--- config.mk ---
export PLATFORM = sky130hd
export DESIGN_NAME = ucrd_channel
export DESIGN_NICKNAME = d
export VERILOG_FILES = /design/src/ucrd_pkg.sv /design/src/ucrd_serial.sv /design/src/ucrd_channel.sv
export SDC_FILE = /design/constraint.sdc
export NUM_CORES = 1
export LEC_CHECK = 0
export BUFFER_PORTS_ARGS = -buffer_cell sky130_fd_sc_hd__buf_2
export CAP_MARGIN = 20
export CORE_MARGIN = 2
export CORE_UTILIZATION = 23
export CTS_CLUSTER_SIZE = 30
export DETAILED_ROUTE_END_ITERATION = 7
export GPL_ROUTABILITY_DRIVEN = 0
export PLACE_DENSITY_LB_ADDON = 0.15
export SLEW_MARGIN = 0
export SYNTH_ARGS = -nofsm -noshare
export SYNTH_HDL_FRONTEND = slang
export SYNTH_SLANG_ARGS = --single-unit
--- constraint.sdc ---
create_clock -name clk -period 4 [get_ports clk]
set_clock_uncertainty 0.2 [all_clocks]
set_input_delay 0.2 -clock clk [delete_from_list [all_inputs] [get_ports clk]]
set_output_delay 0.2 -clock clk [all_outputs]
set_load 0.01 [all_outputs]
--- src/ucrd_pkg.sv ---
// Notes on behaviour
// - modem control bit 4 set enters loopback; clearing it leaves loopback.
// - in loopback the transmit serial stream feeds the receive input.
// - in loopback transmit, request-to-send and terminal-ready pins hold fixed levels.
// - in loopback the four modem input pins are ignored.
// - all receive, transmit, status and interrupt functions keep working in loopback.
// - automatic request/clear-to-send flow control is not relied on in loopback.
// - each channel has its own register set, picked by channel select and address.
// - line control bit 7 clear: address 0 reads receive data, writes transmit data.
// - divisor bank (bit 7 set, not 0xBF): addresses 0 and 1 are divisor bytes.
// - divisor bank address 2: alternate function, or fraction when enhanced bit 4 set.
// - divisor bank with zero divisor: addresses 0 and 1 read revision and identity.
// - line control 0xBF: address 2 enhanced function, 4 to 7 flow characters.
// - addresses 5 and 6 read line and modem status unless line control is 0xBF.
// - bit 7 clear: address 2 reads interrupt status, fifo flags and source code.
// - bit 7 clear: address 2 writes write-only fifo control with its fields.
// - normal bank address 1 is the interrupt enable register.
// - enhanced bits act only with enhanced bit 4 set, else read zero.
// - line control at address 3 is read/write in every bank.
// - modem control at address 4 is read/write in normal and divisor banks.
// - address 7 outside enhanced bank is a plain scratch register.
package ucrd_pkg;
    // ==========================================================
    // addresses
    localparam logic [2:0] ADR_DATA = 3'h0;
    localparam logic [2:0] ADR_IEN = 3'h1;
    localparam logic [2:0] ADR_ISF = 3'h2;
    localparam logic [2:0] ADR_LCTL = 3'h3;
    localparam logic [2:0] ADR_MCTL = 3'h4;
    localparam logic [2:0] ADR_LST = 3'h5;
    localparam logic [2:0] ADR_MST = 3'h6;
    localparam logic [2:0] ADR_SCR = 3'h7;
    // ==========================================================
    // bank keys and field positions
    localparam logic [7:0] ENH_KEY = 8'hBF;
    localparam int DIV_BIT = 7;
    localparam int ENH_BIT = 4;
    localparam int LOOP_BIT = 4;
    localparam logic [7:0] ZERO8 = 8'h00;
    localparam logic [7:0] IEN_ENH_MASK = 8'hF0;
    localparam logic [7:0] ISR_ENH_MASK = 8'h30;
    localparam logic [7:0] FCR_ENH_MASK = 8'h30;
    localparam logic [7:0] MCR_ENH_MASK = 8'hE0;
    localparam logic [7:0] FRAC_MASK = 8'h3F;
    localparam logic [7:0] AFR_MASK = 8'h07;
    localparam logic [7:0] LCR_RESET = 8'h00;
    localparam logic [7:0] ISR_NONE = 8'h01;
    localparam logic [7:0] LSR_IDLE = 8'h60;
    // fifo control fields
    localparam int FCR_EN = 0;
    localparam int FCR_RXRST = 1;
    localparam int FCR_TXRST = 2;
    // ==========================================================
    // bank selection
    typedef enum logic [1:0] {
        UCRD_NORM = 2'b00,
        UCRD_DIV = 2'b01,
        UCRD_ENH = 2'b10
    } ucrd_bank_e;
endpackage

--- src/ucrd_serial.sv ---
`timescale 1ns/1ps
// serial datapath of one channel: baud tick, transmit and receive shifters
module ucrd_serial #(
    parameter int OVS = 16
) (
    // clock and reset
    input wire logic clk,
    input wire logic rst,
    // control
    input wire logic [15:0] divisor,
    input wire logic loopback,
    // transmit side
    input wire logic tx_load,
    input wire logic [7:0] tx_byte,
    output logic tx_busy,
    output logic tx_line,
    // receive side
    input wire logic rx_pin,
    output logic rx_valid,
    output logic [7:0] rx_byte,
    output logic rx_break
);
    // ==========================================================
    // tick generator
    logic [15:0] div_cnt_q;
    logic tick;
    assign tick = (div_cnt_q == 16'h0000);
    always_ff @(posedge clk) begin
        if (rst || tick) begin
            div_cnt_q <= (divisor == 16'h0000) ? 16'h0000 : divisor - 16'h0001;
        end else begin
            div_cnt_q <= div_cnt_q - 16'h0001;
        end
    end
    // ==========================================================
    // transmitter: start, 8 data, stop
    logic [9:0] tsr_q;
    logic [3:0] tbits_q;
    logic [4:0] tsub_q;
    assign tx_busy = (tbits_q != 4'h0);
    assign tx_line = tsr_q[0];
    always_ff @(posedge clk) begin
        if (rst) begin
            tsr_q <= 10'h3FF;
            tbits_q <= 4'h0;
            tsub_q <= 5'h00;
        end else if (tx_load && !tx_busy) begin
            tsr_q <= {1'b1, tx_byte, 1'b0};
            tbits_q <= 4'hA;
            tsub_q <= 5'h00;
        end else if (tick && tx_busy) begin
            if (tsub_q == 5'(OVS - 1)) begin
                tsub_q <= 5'h00;
                tsr_q <= {1'b1, tsr_q[9:1]};
                tbits_q <= tbits_q - 4'h1;
            end else begin
                tsub_q <= tsub_q + 5'h01;
            end
        end
    end
    // ==========================================================
    // receiver input: shifter output in loopback, pin otherwise
    logic rx_in;
    assign rx_in = loopback ? tx_line : rx_pin;
    logic [8:0] rsr_q;
    logic [3:0] rbits_q;
    logic [4:0] rsub_q;
    logic rv_q;
    logic brk_q;
    always_ff @(posedge clk) begin
        if (rst) begin
            rsr_q <= 9'h000;
            rbits_q <= 4'h0;
            rsub_q <= 5'h00;
            rv_q <= 1'b0;
            brk_q <= 1'b0;
        end else begin
            rv_q <= 1'b0;
            brk_q <= 1'b0;
            if (tick) begin
                if (rbits_q == 4'h0) begin
                    if (!rx_in) begin
                        rbits_q <= 4'hA;
                        rsub_q <= 5'(OVS / 2);
                    end
                end else if (rsub_q == 5'(OVS - 1)) begin
                    rsub_q <= 5'h00;
                    rsr_q <= {rx_in, rsr_q[8:1]};
                    rbits_q <= rbits_q - 4'h1;
                    if (rbits_q == 4'h1) begin
                        rv_q <= rx_in;
                        brk_q <= !rx_in && (rsr_q[8:1] == 8'h00);
                    end
                end else begin
                    rsub_q <= rsub_q + 5'h01;
                end
            end
        end
    end
    assign rx_valid = rv_q;
    // the last shift has already pushed the stop bit into the top, so the byte sits below it
    assign rx_byte = rsr_q[7:0];
    assign rx_break = brk_q;
endmodule

--- src/ucrd_channel.sv ---
`timescale 1ns/1ps
// one channel register bank with banking and internal loopback
module ucrd_channel #(
    parameter logic [7:0] REV_CODE = 8'h01, // arbitrary value
    parameter logic [7:0] ID_CODE = 8'h5A, // arbitrary value
    parameter bit MY_CHANNEL = 1'b0
) (
    // clock and reset
    input wire logic clk,
    input wire logic rst,
    // host register port
    input wire logic channel_pick,
    input wire logic [2:0] addr,
    input wire logic rd_en,
    input wire logic wr_en,
    input wire logic [7:0] wdata,
    output logic [7:0] rdata,
    // serial and modem pins
    input wire logic rx_pin,
    output logic tx_pin,
    output logic rts_n,
    output logic dtr_n,
    input wire logic cts_n,
    input wire logic dsr_n,
    input wire logic carrier_detect_n,
    input wire logic ring_indicator_n,
    // status
    output logic loopback_on
);
    // ==========================================================
    // registers
    logic [7:0] line_control_q, modem_control_q, interrupt_enable_q, scratch_q;
    logic [7:0] divisor_low_q, divisor_high_q, alternate_function_q, divisor_fraction_q;
    logic [7:0] enhanced_function_q, fifo_control_q;
    logic [7:0] resume_one_q, resume_two_q, pause_one_q, pause_two_q;
    logic [7:0] receive_holding_q, transmit_holding_q;
    logic rx_ready_q, thr_full_q, overrun_q, break_q;
    logic [3:0] msr_prev_q, msr_delta_q;

    // ==========================================================
    // bank decode
    logic sel;
    logic enh;
    ucrd_pkg::ucrd_bank_e bank;
    assign sel = (channel_pick == MY_CHANNEL);
    assign enh = enhanced_function_q[ucrd_pkg::ENH_BIT];
    assign bank = (line_control_q == ucrd_pkg::ENH_KEY) ? ucrd_pkg::UCRD_ENH :
                  line_control_q[ucrd_pkg::DIV_BIT] ? ucrd_pkg::UCRD_DIV : ucrd_pkg::UCRD_NORM;
    logic wr, rd;
    assign wr = sel && wr_en;
    assign rd = sel && rd_en;
    function automatic logic hit(input logic [2:0] a, input logic [2:0] want);
        hit = (a == want);
    endfunction

    // loopback and pin routing
    assign loopback_on = modem_control_q[ucrd_pkg::LOOP_BIT];
    logic tx_line, tx_busy, rx_valid, rx_break;
    logic [7:0] rx_byte;
    // pins held idle so the far end sees no test traffic
    assign tx_pin = loopback_on ? 1'b1 : tx_line;
    assign rts_n = loopback_on ? 1'b1 : ~modem_control_q[1];
    assign dtr_n = loopback_on ? 1'b1 : ~modem_control_q[0];
    // modem inputs: in loopback, fed from own outputs instead of pins
    logic [3:0] modem_in;
    assign modem_in = loopback_on ?
        {modem_control_q[3], modem_control_q[2], modem_control_q[0], modem_control_q[1]} :
        {~carrier_detect_n, ~ring_indicator_n, ~dsr_n, ~cts_n};
    // auto flow control from clear-to-send ignored in loopback
    logic cts_block;
    assign cts_block = enhanced_function_q[7] && !loopback_on && cts_n;

    // ==========================================================
    // serial datapath, same engine in both modes
    ucrd_serial ucrd_serial_i (
        .clk(clk),
        .rst(rst),
        .divisor({divisor_high_q, divisor_low_q}),
        .loopback(loopback_on),
        .tx_load(thr_full_q && !cts_block),
        .tx_byte(transmit_holding_q),
        .tx_busy(tx_busy),
        .tx_line(tx_line),
        .rx_pin(rx_pin),
        .rx_valid(rx_valid),
        .rx_byte(rx_byte),
        .rx_break(rx_break)
    );

    // ==========================================================
    // write strobes
    logic w_thr, w_dll, w_dlm, w_ier, w_fcr, w_afr, w_dld, w_efr, w_lcr, w_mcr, w_spr;
    logic w_xon1, w_xon2, w_xoff1, w_xoff2;
    logic norm, divb, enhb;
    assign norm = (bank == ucrd_pkg::UCRD_NORM);
    assign divb = (bank == ucrd_pkg::UCRD_DIV);
    assign enhb = (bank == ucrd_pkg::UCRD_ENH);
    assign w_thr = wr && norm && hit(addr, ucrd_pkg::ADR_DATA);
    assign w_dll = wr && divb && hit(addr, ucrd_pkg::ADR_DATA);
    assign w_dlm = wr && divb && hit(addr, ucrd_pkg::ADR_IEN);
    assign w_ier = wr && norm && hit(addr, ucrd_pkg::ADR_IEN);
    assign w_fcr = wr && norm && hit(addr, ucrd_pkg::ADR_ISF);
    assign w_afr = wr && divb && !enh && hit(addr, ucrd_pkg::ADR_ISF);
    assign w_dld = wr && divb && enh && hit(addr, ucrd_pkg::ADR_ISF);
    assign w_efr = wr && enhb && hit(addr, ucrd_pkg::ADR_ISF);
    assign w_lcr = wr && hit(addr, ucrd_pkg::ADR_LCTL);
    assign w_mcr = wr && !enhb && hit(addr, ucrd_pkg::ADR_MCTL);
    assign w_spr = wr && !enhb && hit(addr, ucrd_pkg::ADR_SCR);
    assign w_xon1 = wr && enhb && hit(addr, ucrd_pkg::ADR_MCTL);
    assign w_xon2 = wr && enhb && hit(addr, ucrd_pkg::ADR_LST);
    assign w_xoff1 = wr && enhb && hit(addr, ucrd_pkg::ADR_MST);
    assign w_xoff2 = wr && enhb && hit(addr, ucrd_pkg::ADR_SCR);

    // enhanced field masks applied at write time
    logic [7:0] ier_mask, fcr_mask, mcr_mask;
    assign ier_mask = enh ? 8'hFF : ~ucrd_pkg::IEN_ENH_MASK;
    assign fcr_mask = enh ? 8'hFF : ~ucrd_pkg::FCR_ENH_MASK;
    assign mcr_mask = enh ? 8'hFF : ~ucrd_pkg::MCR_ENH_MASK;

    // ==========================================================
    // configuration registers
    always_ff @(posedge clk) begin
        if (rst) begin
            line_control_q <= ucrd_pkg::LCR_RESET;
            modem_control_q <= ucrd_pkg::ZERO8;
            interrupt_enable_q <= ucrd_pkg::ZERO8;
            scratch_q <= ucrd_pkg::ZERO8;
            divisor_low_q <= ucrd_pkg::ZERO8;
            divisor_high_q <= ucrd_pkg::ZERO8;
            alternate_function_q <= ucrd_pkg::ZERO8;
            divisor_fraction_q <= ucrd_pkg::ZERO8;
            enhanced_function_q <= ucrd_pkg::ZERO8;
            fifo_control_q <= ucrd_pkg::ZERO8;
            resume_one_q <= ucrd_pkg::ZERO8;
            resume_two_q <= ucrd_pkg::ZERO8;
            pause_one_q <= ucrd_pkg::ZERO8;
            pause_two_q <= ucrd_pkg::ZERO8;
        end else begin
            if (w_lcr) line_control_q <= wdata;
            if (w_mcr) modem_control_q <= wdata & mcr_mask;
            if (w_ier) interrupt_enable_q <= wdata & ier_mask;
            if (w_spr) scratch_q <= wdata;
            if (w_dll) divisor_low_q <= wdata;
            if (w_dlm) divisor_high_q <= wdata;
            if (w_afr) alternate_function_q <= wdata & ucrd_pkg::AFR_MASK;
            if (w_dld) divisor_fraction_q <= wdata & ucrd_pkg::FRAC_MASK;
            if (w_efr) enhanced_function_q <= wdata;
            // reset bits are self-clearing actions, not stored
            if (w_fcr) fifo_control_q <= wdata & fcr_mask & 8'hF9;
            if (w_xon1) resume_one_q <= wdata;
            if (w_xon2) resume_two_q <= wdata;
            if (w_xoff1) pause_one_q <= wdata;
            if (w_xoff2) pause_two_q <= wdata;
        end
    end

    // ==========================================================
    // data path flags; a receive event beats a read clear
    logic r_rhr, r_msr, r_lsr, rx_flush;
    assign r_rhr = rd && norm && hit(addr, ucrd_pkg::ADR_DATA);
    assign r_msr = rd && !enhb && hit(addr, ucrd_pkg::ADR_MST);
    assign r_lsr = rd && !enhb && hit(addr, ucrd_pkg::ADR_LST);
    assign rx_flush = w_fcr && wdata[ucrd_pkg::FCR_RXRST];
    always_ff @(posedge clk) begin
        if (rst) begin
            receive_holding_q <= ucrd_pkg::ZERO8;
            transmit_holding_q <= ucrd_pkg::ZERO8;
            rx_ready_q <= 1'b0;
            thr_full_q <= 1'b0;
            overrun_q <= 1'b0;
            break_q <= 1'b0;
        end else begin
            // transmit write never touches receive data
            if (w_thr) transmit_holding_q <= wdata;
            if (w_thr) thr_full_q <= 1'b1;
            else if ((!tx_busy && !cts_block) || (w_fcr && wdata[ucrd_pkg::FCR_TXRST]))
                thr_full_q <= 1'b0;
            if (rx_valid) begin
                receive_holding_q <= rx_byte;
                rx_ready_q <= 1'b1;
            end else if (r_rhr || rx_flush) begin
                rx_ready_q <= 1'b0;
            end
            if (rx_valid && rx_ready_q && !r_rhr) overrun_q <= 1'b1;
            else if (r_lsr) overrun_q <= 1'b0;
            if (rx_break) break_q <= 1'b1;
            else if (r_lsr) break_q <= 1'b0;
        end
    end

    // modem status deltas; a change beats the read clear
    always_ff @(posedge clk) begin
        if (rst) begin
            msr_prev_q <= 4'h0;
            msr_delta_q <= 4'h0;
        end else begin
            msr_prev_q <= modem_in;
            msr_delta_q <= (r_msr ? 4'h0 : msr_delta_q) | (modem_in ^ msr_prev_q);
        end
    end

    // ==========================================================
    // status values
    logic [7:0] lsr_val, msr_val, isr_val;
    assign lsr_val = {1'b0, !thr_full_q && !tx_busy, !thr_full_q, break_q, 2'b00,
                      overrun_q, rx_ready_q};
    assign msr_val = {modem_in, msr_delta_q};
    logic [7:0] isr_raw;
    assign isr_raw = (rx_ready_q && interrupt_enable_q[0]) ? 8'h04 :
                     (!thr_full_q && interrupt_enable_q[1]) ? 8'h02 :
                     ((msr_delta_q != 4'h0) && interrupt_enable_q[3]) ? 8'h00 :
                     ucrd_pkg::ISR_NONE;
    assign isr_val = {{2{fifo_control_q[ucrd_pkg::FCR_EN]}},
                      isr_raw[5:0] & ~(enh ? 6'h00 : ucrd_pkg::ISR_ENH_MASK[5:0])};

    // ==========================================================
    // read mux
    logic zero_div;
    assign zero_div = (divisor_low_q == ucrd_pkg::ZERO8) && (divisor_high_q == ucrd_pkg::ZERO8);
    logic [7:0] rd_norm, rd_div, rd_enh, rd_common;
    always_comb begin
        case (addr)
            ucrd_pkg::ADR_DATA: rd_norm = receive_holding_q;
            ucrd_pkg::ADR_IEN: rd_norm = interrupt_enable_q & ier_mask;
            ucrd_pkg::ADR_ISF: rd_norm = isr_val;
            default: rd_norm = ucrd_pkg::ZERO8;
        endcase
        case (addr)
            ucrd_pkg::ADR_DATA: rd_div = zero_div ? REV_CODE : divisor_low_q;
            ucrd_pkg::ADR_IEN: rd_div = zero_div ? ID_CODE : divisor_high_q;
            ucrd_pkg::ADR_ISF: rd_div = enh ? divisor_fraction_q : alternate_function_q;
            default: rd_div = ucrd_pkg::ZERO8;
        endcase
        case (addr)
            ucrd_pkg::ADR_ISF: rd_enh = enhanced_function_q;
            ucrd_pkg::ADR_MCTL: rd_enh = resume_one_q;
            ucrd_pkg::ADR_LST: rd_enh = resume_two_q;
            ucrd_pkg::ADR_MST: rd_enh = pause_one_q;
            ucrd_pkg::ADR_SCR: rd_enh = pause_two_q;
            default: rd_enh = ucrd_pkg::ZERO8;
        endcase
        case (addr)
            ucrd_pkg::ADR_LCTL: rd_common = line_control_q;
            ucrd_pkg::ADR_MCTL: rd_common = modem_control_q & mcr_mask;
            ucrd_pkg::ADR_LST: rd_common = lsr_val;
            ucrd_pkg::ADR_MST: rd_common = msr_val;
            ucrd_pkg::ADR_SCR: rd_common = scratch_q;
            default: rd_common = ucrd_pkg::ZERO8;
        endcase
    end
    logic [7:0] rd_sel;
    assign rd_sel = hit(addr, ucrd_pkg::ADR_LCTL) ? line_control_q :
                    enhb ? rd_enh :
                    (addr > ucrd_pkg::ADR_LCTL) ? rd_common :
                    divb ? rd_div : rd_norm;
    // data output is registered; holds its last value when channel not selected
    always_ff @(posedge clk) begin
        if (rst) rdata <= ucrd_pkg::ZERO8;
        else if (rd) rdata <= rd_sel;
    end

    // ==========================================================
    // checks
    a_loop_tx_held: assert property (@(posedge clk) disable iff (rst)
        loopback_on |-> tx_pin && rts_n && dtr_n)
        else $error("pins not held in loopback");
    a_loop_enter: assert property (@(posedge clk) disable iff (rst)
        w_mcr && wdata[ucrd_pkg::LOOP_BIT] |=> loopback_on)
        else $error("loopback not entered");
    a_loop_leave: assert property (@(posedge clk) disable iff (rst)
        w_mcr && !wdata[ucrd_pkg::LOOP_BIT] |=> !loopback_on)
        else $error("loopback not left");
    a_loop_route: assert property (@(posedge clk) disable iff (rst)
        loopback_on |-> ucrd_serial_i.rx_in == tx_line)
        else $error("loopback routing wrong");
    a_lcr_any_bank: assert property (@(posedge clk) disable iff (rst)
        w_lcr |=> line_control_q == $past(wdata))
        else $error("line control not written");
    a_spr_keep: assert property (@(posedge clk) disable iff (rst)
        w_spr ##1 (!w_spr)[*2] |-> scratch_q == $past(wdata, 2))
        else $error("scratch lost");
    a_thr_rhr_sep: assert property (@(posedge clk) disable iff (rst)
        w_thr && !rx_valid |=> $stable(receive_holding_q))
        else $error("receive data disturbed");
    a_enh_ier_zero: assert property (@(posedge clk) disable iff (rst)
        rd && norm && !enh && hit(addr, ucrd_pkg::ADR_IEN) |=> rdata[7:4] == 4'h0)
        else $error("enhanced enable bits leak");
    a_rev_read: assert property (@(posedge clk) disable iff (rst)
        rd && divb && zero_div && hit(addr, ucrd_pkg::ADR_DATA) |=> rdata == REV_CODE)
        else $error("revision code not read");
    c_loop_rx: cover property (@(posedge clk) loopback_on && rx_valid);
    c_enh_bank: cover property (@(posedge clk) w_efr);
    c_id_read: cover property (@(posedge clk) rd && divb && zero_div);
endmodule

==> results.md, run 1 <==
* First-pass GRT wire length at 46200 µm
* Hold-critical path endpoint: modem_control_q[2]$_SDFFE_PP0P_
* Detailed Route WL at 29500 µm
* Share of layout cells above drive strength 1 at 10.5%
* Critical-path cell list: or4_4, or3_4, or4_4, or4b_4, xor2_1, o22ai_2
* Row count at 72
* Worst hold stages at 3
* FF-to-FF End: ucrd_serial_i.div_cnt_q[13]$_DFF_P_
* Max FFs per register at 16
* Synth area leaders: dfxtp_1, mux2i_1, nor2_1
* FF-to-FF setup slack at 1.21 ns
* Syn-to-layout area delta at 14.7%
* Worst-path clk slew at 0.07 ns
* Sequential power share at between 40% and 50%
* Unique masters post-synth at a little over 60
* Antenna diode count at 0
* Synth top area share at 42.0%
* Int Power at 3.13 mW
* Reg2reg start: ucrd_serial_i.div_cnt_q[2]$_DFF_P_
* DR WL/cell at approximately 18 µm
* Syn. warnings at 0
* Post-synth ARST share at 0%
* Synth Area in Compound Gates at ~13%
* Total power at 4.52 mW
* Final slew viol count at 0
* Vias in the first global route at 7510
* Sequential fraction of the synthesis area at 42.0%
* Tightest Pin Transition at 0.949 ns
* Worst Min Path Start: wdata[2]
* Worst-Skew Late Latency at 0.46 ns
* Max-cap violations at 0
* Max Fclk at 359 MHz
* Root Driver: clkbuf_16
* Comb pwr share at between 15 and 20%
* Cell mode on critical path: or4_4
* Crit Path Max Fanout at 5
* Worst hold-check path type: input port to register
* CTS H-Tree Depth at 4
* Vias post-DR at 7626
* Biggest cell delay along the critical path at 0.55 ns
* Final Hold Viols at 0
* DRT antenna net count at 0
* Residual DRC at 0
* CTS Buffer Depth at 2
* Cts bufs inserted at 17
* Hold slack at 0.0291 ns
* Mux contribution to synthesized area at 12.7%
* CTS tree: done
* Largest family of logic cells by synthesized area: simple AND/OR/NAND/NOR gates
* Startpoint types: register
* Die H at just over 200 µm
* RSZ-0062 raised after global routing: false
* GRT Residual Overflow at 0
* Placed instance area at 9650 µm²
* Initial core utilization at about a quarter
* Post-synthesis xor/xnor area fraction at about 3.1%
* TritonRoute pass-1 iters at 7
* Clock Sinks at 188
* Largest net degree at the start of global routing at 73
* Final Core Density at approximately a quarter
* Total core area at approximately 39000 µm²
* Simple-gate portion of the synthesized area at 24.2%
* Full die area at 40600 µm²
* Most frequent cell after synthesis: dfxtp_1
* Sw frac at a little under a third
* Crit path required time at 4.14 ns
* GRT Total Usage at 14.8%
* Psw at around 1.4 mW
* Port buffer count at 32
* Syn nets at between 1000 and 1500
* Slew margin rel. at 36.8%
* Post-Syn Area at between 8000 and 9000 µm²
* Static Leak at 3.70 nW
* Drt via density at 4.75
* Initial antenna violation count at 0
* Most frequent cells after synthesis: dfxtp_1, nor2_1, nand2_1
* Post-Route Setup TNS at 0 ns
* PD cells at around 440 nW/µm²
* # Post-CTS Setup Buffers at 0
* Worst EP arrival at 2.93 ns
* Post-synth EDFFs at 0
* Final net count at 1106
* FILL cells at between 4000 and 5000
* Crit end category: register
* Max IR drop VDD at approximately 280 µV
* Design Area, Final at about 10000 µm²
* Largest area contributor in the netlist: dfxtp_1
* Ys flop type: dfxtp_1
* Width of the die at roughly 200 µm
* FF+latch count, synth at 188
* Gate Count Post-Synth at 1072
* I/O pins at 33
* Outcome: finished clean
* Synth Area in Adders at 1.26%
* Mapped Avg Cell Area at 8.37 µm²
* Largest Register: ucrd_serial_i.div_cnt_q
* Top flop regs: ucrd_serial_i.div_cnt_q: 16 flops, ucrd_serial_i.rsr_q: 9 flops, ucrd_serial_i.tsr_q: 9 flops
* WS Path Type: register to register
* Post-detail-place hpwl at between 20000 and 25000 µm
* # setup viols final at 0
* Crit-path slowest cell: or4_4
* Part of the cycle the worst path needs at a little over two thirds
* Post-route minimum period at 2.79 ns
* DRT iter0 DRCs at approximately 520
* Clock power frac at approximately 37%
* Reg2Reg Depth at 6
-- kinds of logic (layout without fill, tap and decap cells) --
| group | count (synthesis) | count (layout) |
|---|---|---|
| fa+ha+maj | 9 | 9 |
| buf+inv | 90 | 105 |
| mux | 103 | 103 |
| xor+xnor | 32 | 32 |
| flops | 188 | 188 |
| compound gates | 193 | 193 |
| simple gates | 457 | 457 |
-- stage by stage --
step	setup WS (ns)	std cells
after CTS	1.20	1605
final	1.21	1605
after global routing	1.01	1605
after global placement	1.17	1566
after detailed placement	1.15	1566
after floorplan	1.27	1072
-- area by class of cell --
type / count / area (µm²) / area share [%]
Tap cell: 518 / 648 / 6.30
Clock inverter: 12 / 118 / 1.14
Sequential cell: 188 / 3760 / 36.6
Timing Repair Buffer: 61 / 403 / 3.92
Multi-Input combinational cell: 794 / 4870 / 47.4
Inverter: 14 / 52.6 / 0.511
Clock buffer: 18 / 429 / 4.17
-- placed cells by master (no fill, tap or decap), drive strengths merged, types with 11 or more instances in the layout --
master | Yosys | final
a21oi | 83 | 83
a31oi | 21 | 21
buf | 7 | 52
clkbuf | 69 | 18
dfxtp | 188 | 188
inv | 14 | 17
mux2i | 88 | 88
nand2 | 135 | 135
nand2b | 11 | 11
nand3 | 54 | 54
nor2 | 137 | 137
nor2b | 12 | 12
nor3 | 29 | 29
nor4 | 12 | 12
o21ai | 34 | 34
or3 | 14 | 14
xnor2 | 17 | 17
xor2 | 15 | 15
-- critical path: cells and delay by family, from the launching register on --
family | cells | cell delay (ns)
AO/OA/AOI/OAI | 1 | 0.09
AND/OR/NAND/NOR | 4 | 1.88
flip-flops | 1 | 0.34
XOR/XNOR | 1 | 0.16
-- power groups by stage --
stage / registers (mW) / logic [mW] / clock network (mW)
2_1_floorplan: 2.09 / 0.578 / 0
3_3_place_gp: 2.11 / 0.787 / 0
3_5_place_dp: 2.11 / 0.777 / 0
4_1_cts: 2.07 / 0.788 / 1.72
5_1_grt: 2.09 / 0.866 / 1.80
6_report: 2.07 / 0.779 / 1.67
-- per-layer routing --
layer  vias to the layer above  global-route usage (%)  wire length, µm
li1                       3787                       -                -
met1                      3680                    20.9            14800
met2                       137                    23.1            13300
met3                        22                    2.53              907
met4                         0                    4.07              438
met5                         -                       0                0
-- worst max-delay path by stage --
stage	from	to	slack, ns	cells past startpoint
2_1_floorplan	ucrd_serial_i.div_cnt_q[2]$_DFF_P_	ucrd_serial_i.div_cnt_q[13]$_DFF_P_	1.27	6
3_3_place_gp	addr[1]	enhanced_function_q[7]$_SDFFE_PP0P_	1.17	5
3_5_place_dp	addr[1]	enhanced_function_q[5]$_SDFFE_PP0P_	1.15	5
4_1_cts	ucrd_serial_i.div_cnt_q[2]$_DFF_P_	ucrd_serial_i.div_cnt_q[13]$_DFF_P_	1.20	6
5_1_grt	ucrd_serial_i.div_cnt_q[0]$_DFF_P_	ucrd_serial_i.rsr_q[8]$_SDFFE_PP0P_	1.01	8
6_report	ucrd_serial_i.div_cnt_q[2]$_DFF_P_	ucrd_serial_i.div_cnt_q[13]$_DFF_P_	1.21	6
-- what timing repair did --
item	in CTS	in global routing
hold endpoints to repair	26	0
hold buffers	9	0
resized for setup	0	0
No activity file was read; power rests on OpenSTA's default activity.
==> run 2, diff against run 1 <==
==> constraint.sdc (replaced) <==
create_clock -name clk -period 2.4 [get_ports clk]
set_clock_uncertainty 0.2 [all_clocks]
set_input_delay 0.12 -clock clk [delete_from_list [all_inputs] [get_ports clk]]
set_output_delay 0.12 -clock clk [all_outputs]
set_load 0.01 [all_outputs]
==> results.md, run 2 (synthesis results as in run 1) <==
* Initial antenna violation count at 0 (unchanged)
* TritonRoute pass-1 iters at 5 (-2)
* Tightest Pin Transition at 0.677 ns (-0.271 ns)
* DR WL/cell at 17.4 µm (-5.2%)
* Initial core utilization at 23.3% (unchanged)
* Clock power frac at 35.4% (-1.5 points)
* Crit path required time at 2.54 ns (-1.60 ns)
* Startpoint types: register
* DRT iter0 DRCs at 498 (-3.5%)
* Max IR drop VDD at 479 µV (+74%)
* Final net count at 1192 (+7.8%)
* Worst-path clk slew at 0.08 ns (about the same)
* Largest Register: ucrd_serial_i.div_cnt_q
* Static Leak at 4.20 nW (+14%)
* Full die area at 40600 µm² (unchanged)
* Placed instance area at 10300 µm² (+6.4%)
* Sequential power share at 41.7% (-4.2 points)
* Cell mode on critical path: or4_4
* Total power at 8.26 mW (+83%)
* First-pass GRT wire length at 46400 µm (+0.40%)
* Post-Route Setup TNS at -0.294 ns (-0.294 ns)
* Final Core Density at 29.0% (+2.3 points)
* Psw at 2.58 mW (+86%)
* Comb pwr share at 22.9% (+5.7 points)
* I/O pins at 33 (unchanged)
* Max FFs per register at 16 (unchanged)
* Post-detail-place hpwl at 20200 µm (+0.19%)
* Port buffer count at 32 (unchanged)
* PD cells at 740 nW/µm² (+69%)
* Slew margin rel. at 54.8% (+18 points)
* FILL cells at 4215 (-2.2%)
* CTS tree: done
* GRT Residual Overflow at 0 (unchanged)
* # setup viols final at 1 (+1)
* Detailed Route WL at 29500 µm (about the same)
* Commonest cells after routing, fill and taps aside: dfxtp_1, nor2_1, nand2_1
* Crit-path slowest cell: or4_4
* Outcome: finished with violations
* Worst hold-check path type: input port to register
* Int Power at 5.68 mW (+82%)
* Final Hold Viols at 0 (unchanged)
* Crit end category: register
* Failing checks: negative setup slack
* CP top delay family: simple AND/OR/NAND/NOR gates
* RSZ-0062 raised after global routing: true
* Cts bufs inserted at 17 (unchanged)
* Vias in the first global route at 7771 (+3.5%)
* Width of the die at 201 µm (unchanged)
* Syn-to-layout area delta at 24.5%
* Max-cap violations at 0 (unchanged)
* Crit Path Max Fanout at 2 (-3)
* Final WS setup at -0.294 ns (-1.51 ns)
* Clock Sinks at 188 (unchanged)
* Sw frac at 31.3% (+0.53 points)
* Part of the cycle the worst path needs at 112% (+43 points)
* Worst-Skew Late Latency at 0.46 ns (about the same)
* Most common cell after layout, fill and taps aside: dfxtp_1
* Residual DRC at 0 (unchanged)
* Drt via density at 4.63 (-2.6%)
* Total core area at 38600 µm² (unchanged)
* CTS Buffer Depth at 2 (unchanged)
* Max Fclk at 371 MHz (+3.5%)
* DRT antenna net count at 0 (unchanged)
* Critical-path cell list: or4_4, or3_4, or4_4, or4b_4, xor2_1, o22ai_2
* Final slew viol count at 0 (unchanged)
* CTS H-Tree Depth at 4 (unchanged)
* Antenna diode count at 0 (unchanged)
* Die H at 201 µm (unchanged)
* Vias post-DR at 7837 (+2.8%)
* Share of layout cells above drive strength 1 at 18.2% (+7.7 points)
* Crit path buffers/inverters at 0 (unchanged)
* Design Area, Final at 11200 µm² (+8.5%)
* GRT Total Usage at 14.9% (+0.095 points)
* Post-route minimum period at 2.69 ns (-0.0935 ns)
* Biggest cell delay along the critical path at 0.53 ns (-0.02 ns)
* Worst EP arrival at 2.84 ns (-0.09 ns)
* Largest net degree at the start of global routing at 46 (-37%)
* Row count at 72 (unchanged)
* WS Path Type: register to register
* Top flop regs: ucrd_serial_i.div_cnt_q: 16 flops, ucrd_serial_i.rsr_q: 9 flops, ucrd_serial_i.tsr_q: 9 flops
* Root Driver: clkbuf_16
-- run 2: power by group through the flow --
stage          registers (mW)  clock network [mW]  logic [mW]
2_1_floorplan            3.48                   0       0.963
3_3_place_gp             3.50                   0        1.63
3_5_place_dp             3.50                   0        1.61
4_1_cts                  3.43                3.01        1.65
5_1_grt                  3.48                3.16        2.08
6_report                 3.45                2.93        1.89
-- run 2: through the flow --
stage / hold WS [ns] / worst slack [ns] / std cells
floorplan: 0.0669 / -0.328 / 1072
global placement: 0.242 / -0.319 / 1638
detailed placement: 0.245 / -0.308 / 1638
CTS: 0.0433 / -0.311 / 1686
global route: 0.0789 / -0.335 / 1693
finish: 0.0501 / -0.294 / 1693
-- run 2: layer usage --
metal  share of wire, %  vias up  GRT usage, %
li1                   -     3966             -
met1                 50     3754          21.0
met2                 46       98          23.2
met3                3.0       19          3.11
met4                1.3        0          3.31
met5                  0        -             0
-- run 2: area by class of cell --
class / instances / area (µm²) / area share, %
Clock buffer: 19 / 443 / 3.97
Clock inverter: 13 / 143 / 1.28
Inverter: 14 / 52.6 / 0.471
Multi-Input combinational cell: 794 / 4960 / 44.5
Sequential cell: 188 / 3770 / 33.7
Tap cell: 518 / 648 / 5.81
Timing Repair Buffer: 147 / 1150 / 10.3
-- run 2: path summary, 6_finish.rpt --
| kind | cells after the start | to | startpoint | slack (ns) |
|---|---|---|---|---|
| min | 4 | rdata[5]$_SDFFE_PP0P_ | addr[2] | 0.05 |
| max reg2reg | 6 | ucrd_serial_i.div_cnt_q[13]$_DFF_P_ | ucrd_serial_i.div_cnt_q[2]$_DFF_P_ | -0.29 |
| min reg2reg | 2 | interrupt_enable_q[4]$_SDFFE_PP0P_ | interrupt_enable_q[4]$_SDFFE_PP0P_ | 0.25 |
| max | 6 | ucrd_serial_i.div_cnt_q[13]$_DFF_P_ | ucrd_serial_i.div_cnt_q[2]$_DFF_P_ | -0.29 |
-- run 2: tightest hold or removal path, cell delays in order --
cell and delay, ns:
buf_2 0.14, buf_4 0.21, nand2_1 0.12, a31oi_1 0.08
-- run 2: timing repair --
action / in CTS / in global routing
buffers inserted: 0 / 7
hold endpoints to repair: 89 / 0
hold buffers: 16 / 0
pin swaps: 0 / 3
endpoints found under the setup margin: 1 / 43
resized for setup: 0 / 31
cloned: 0 / 0
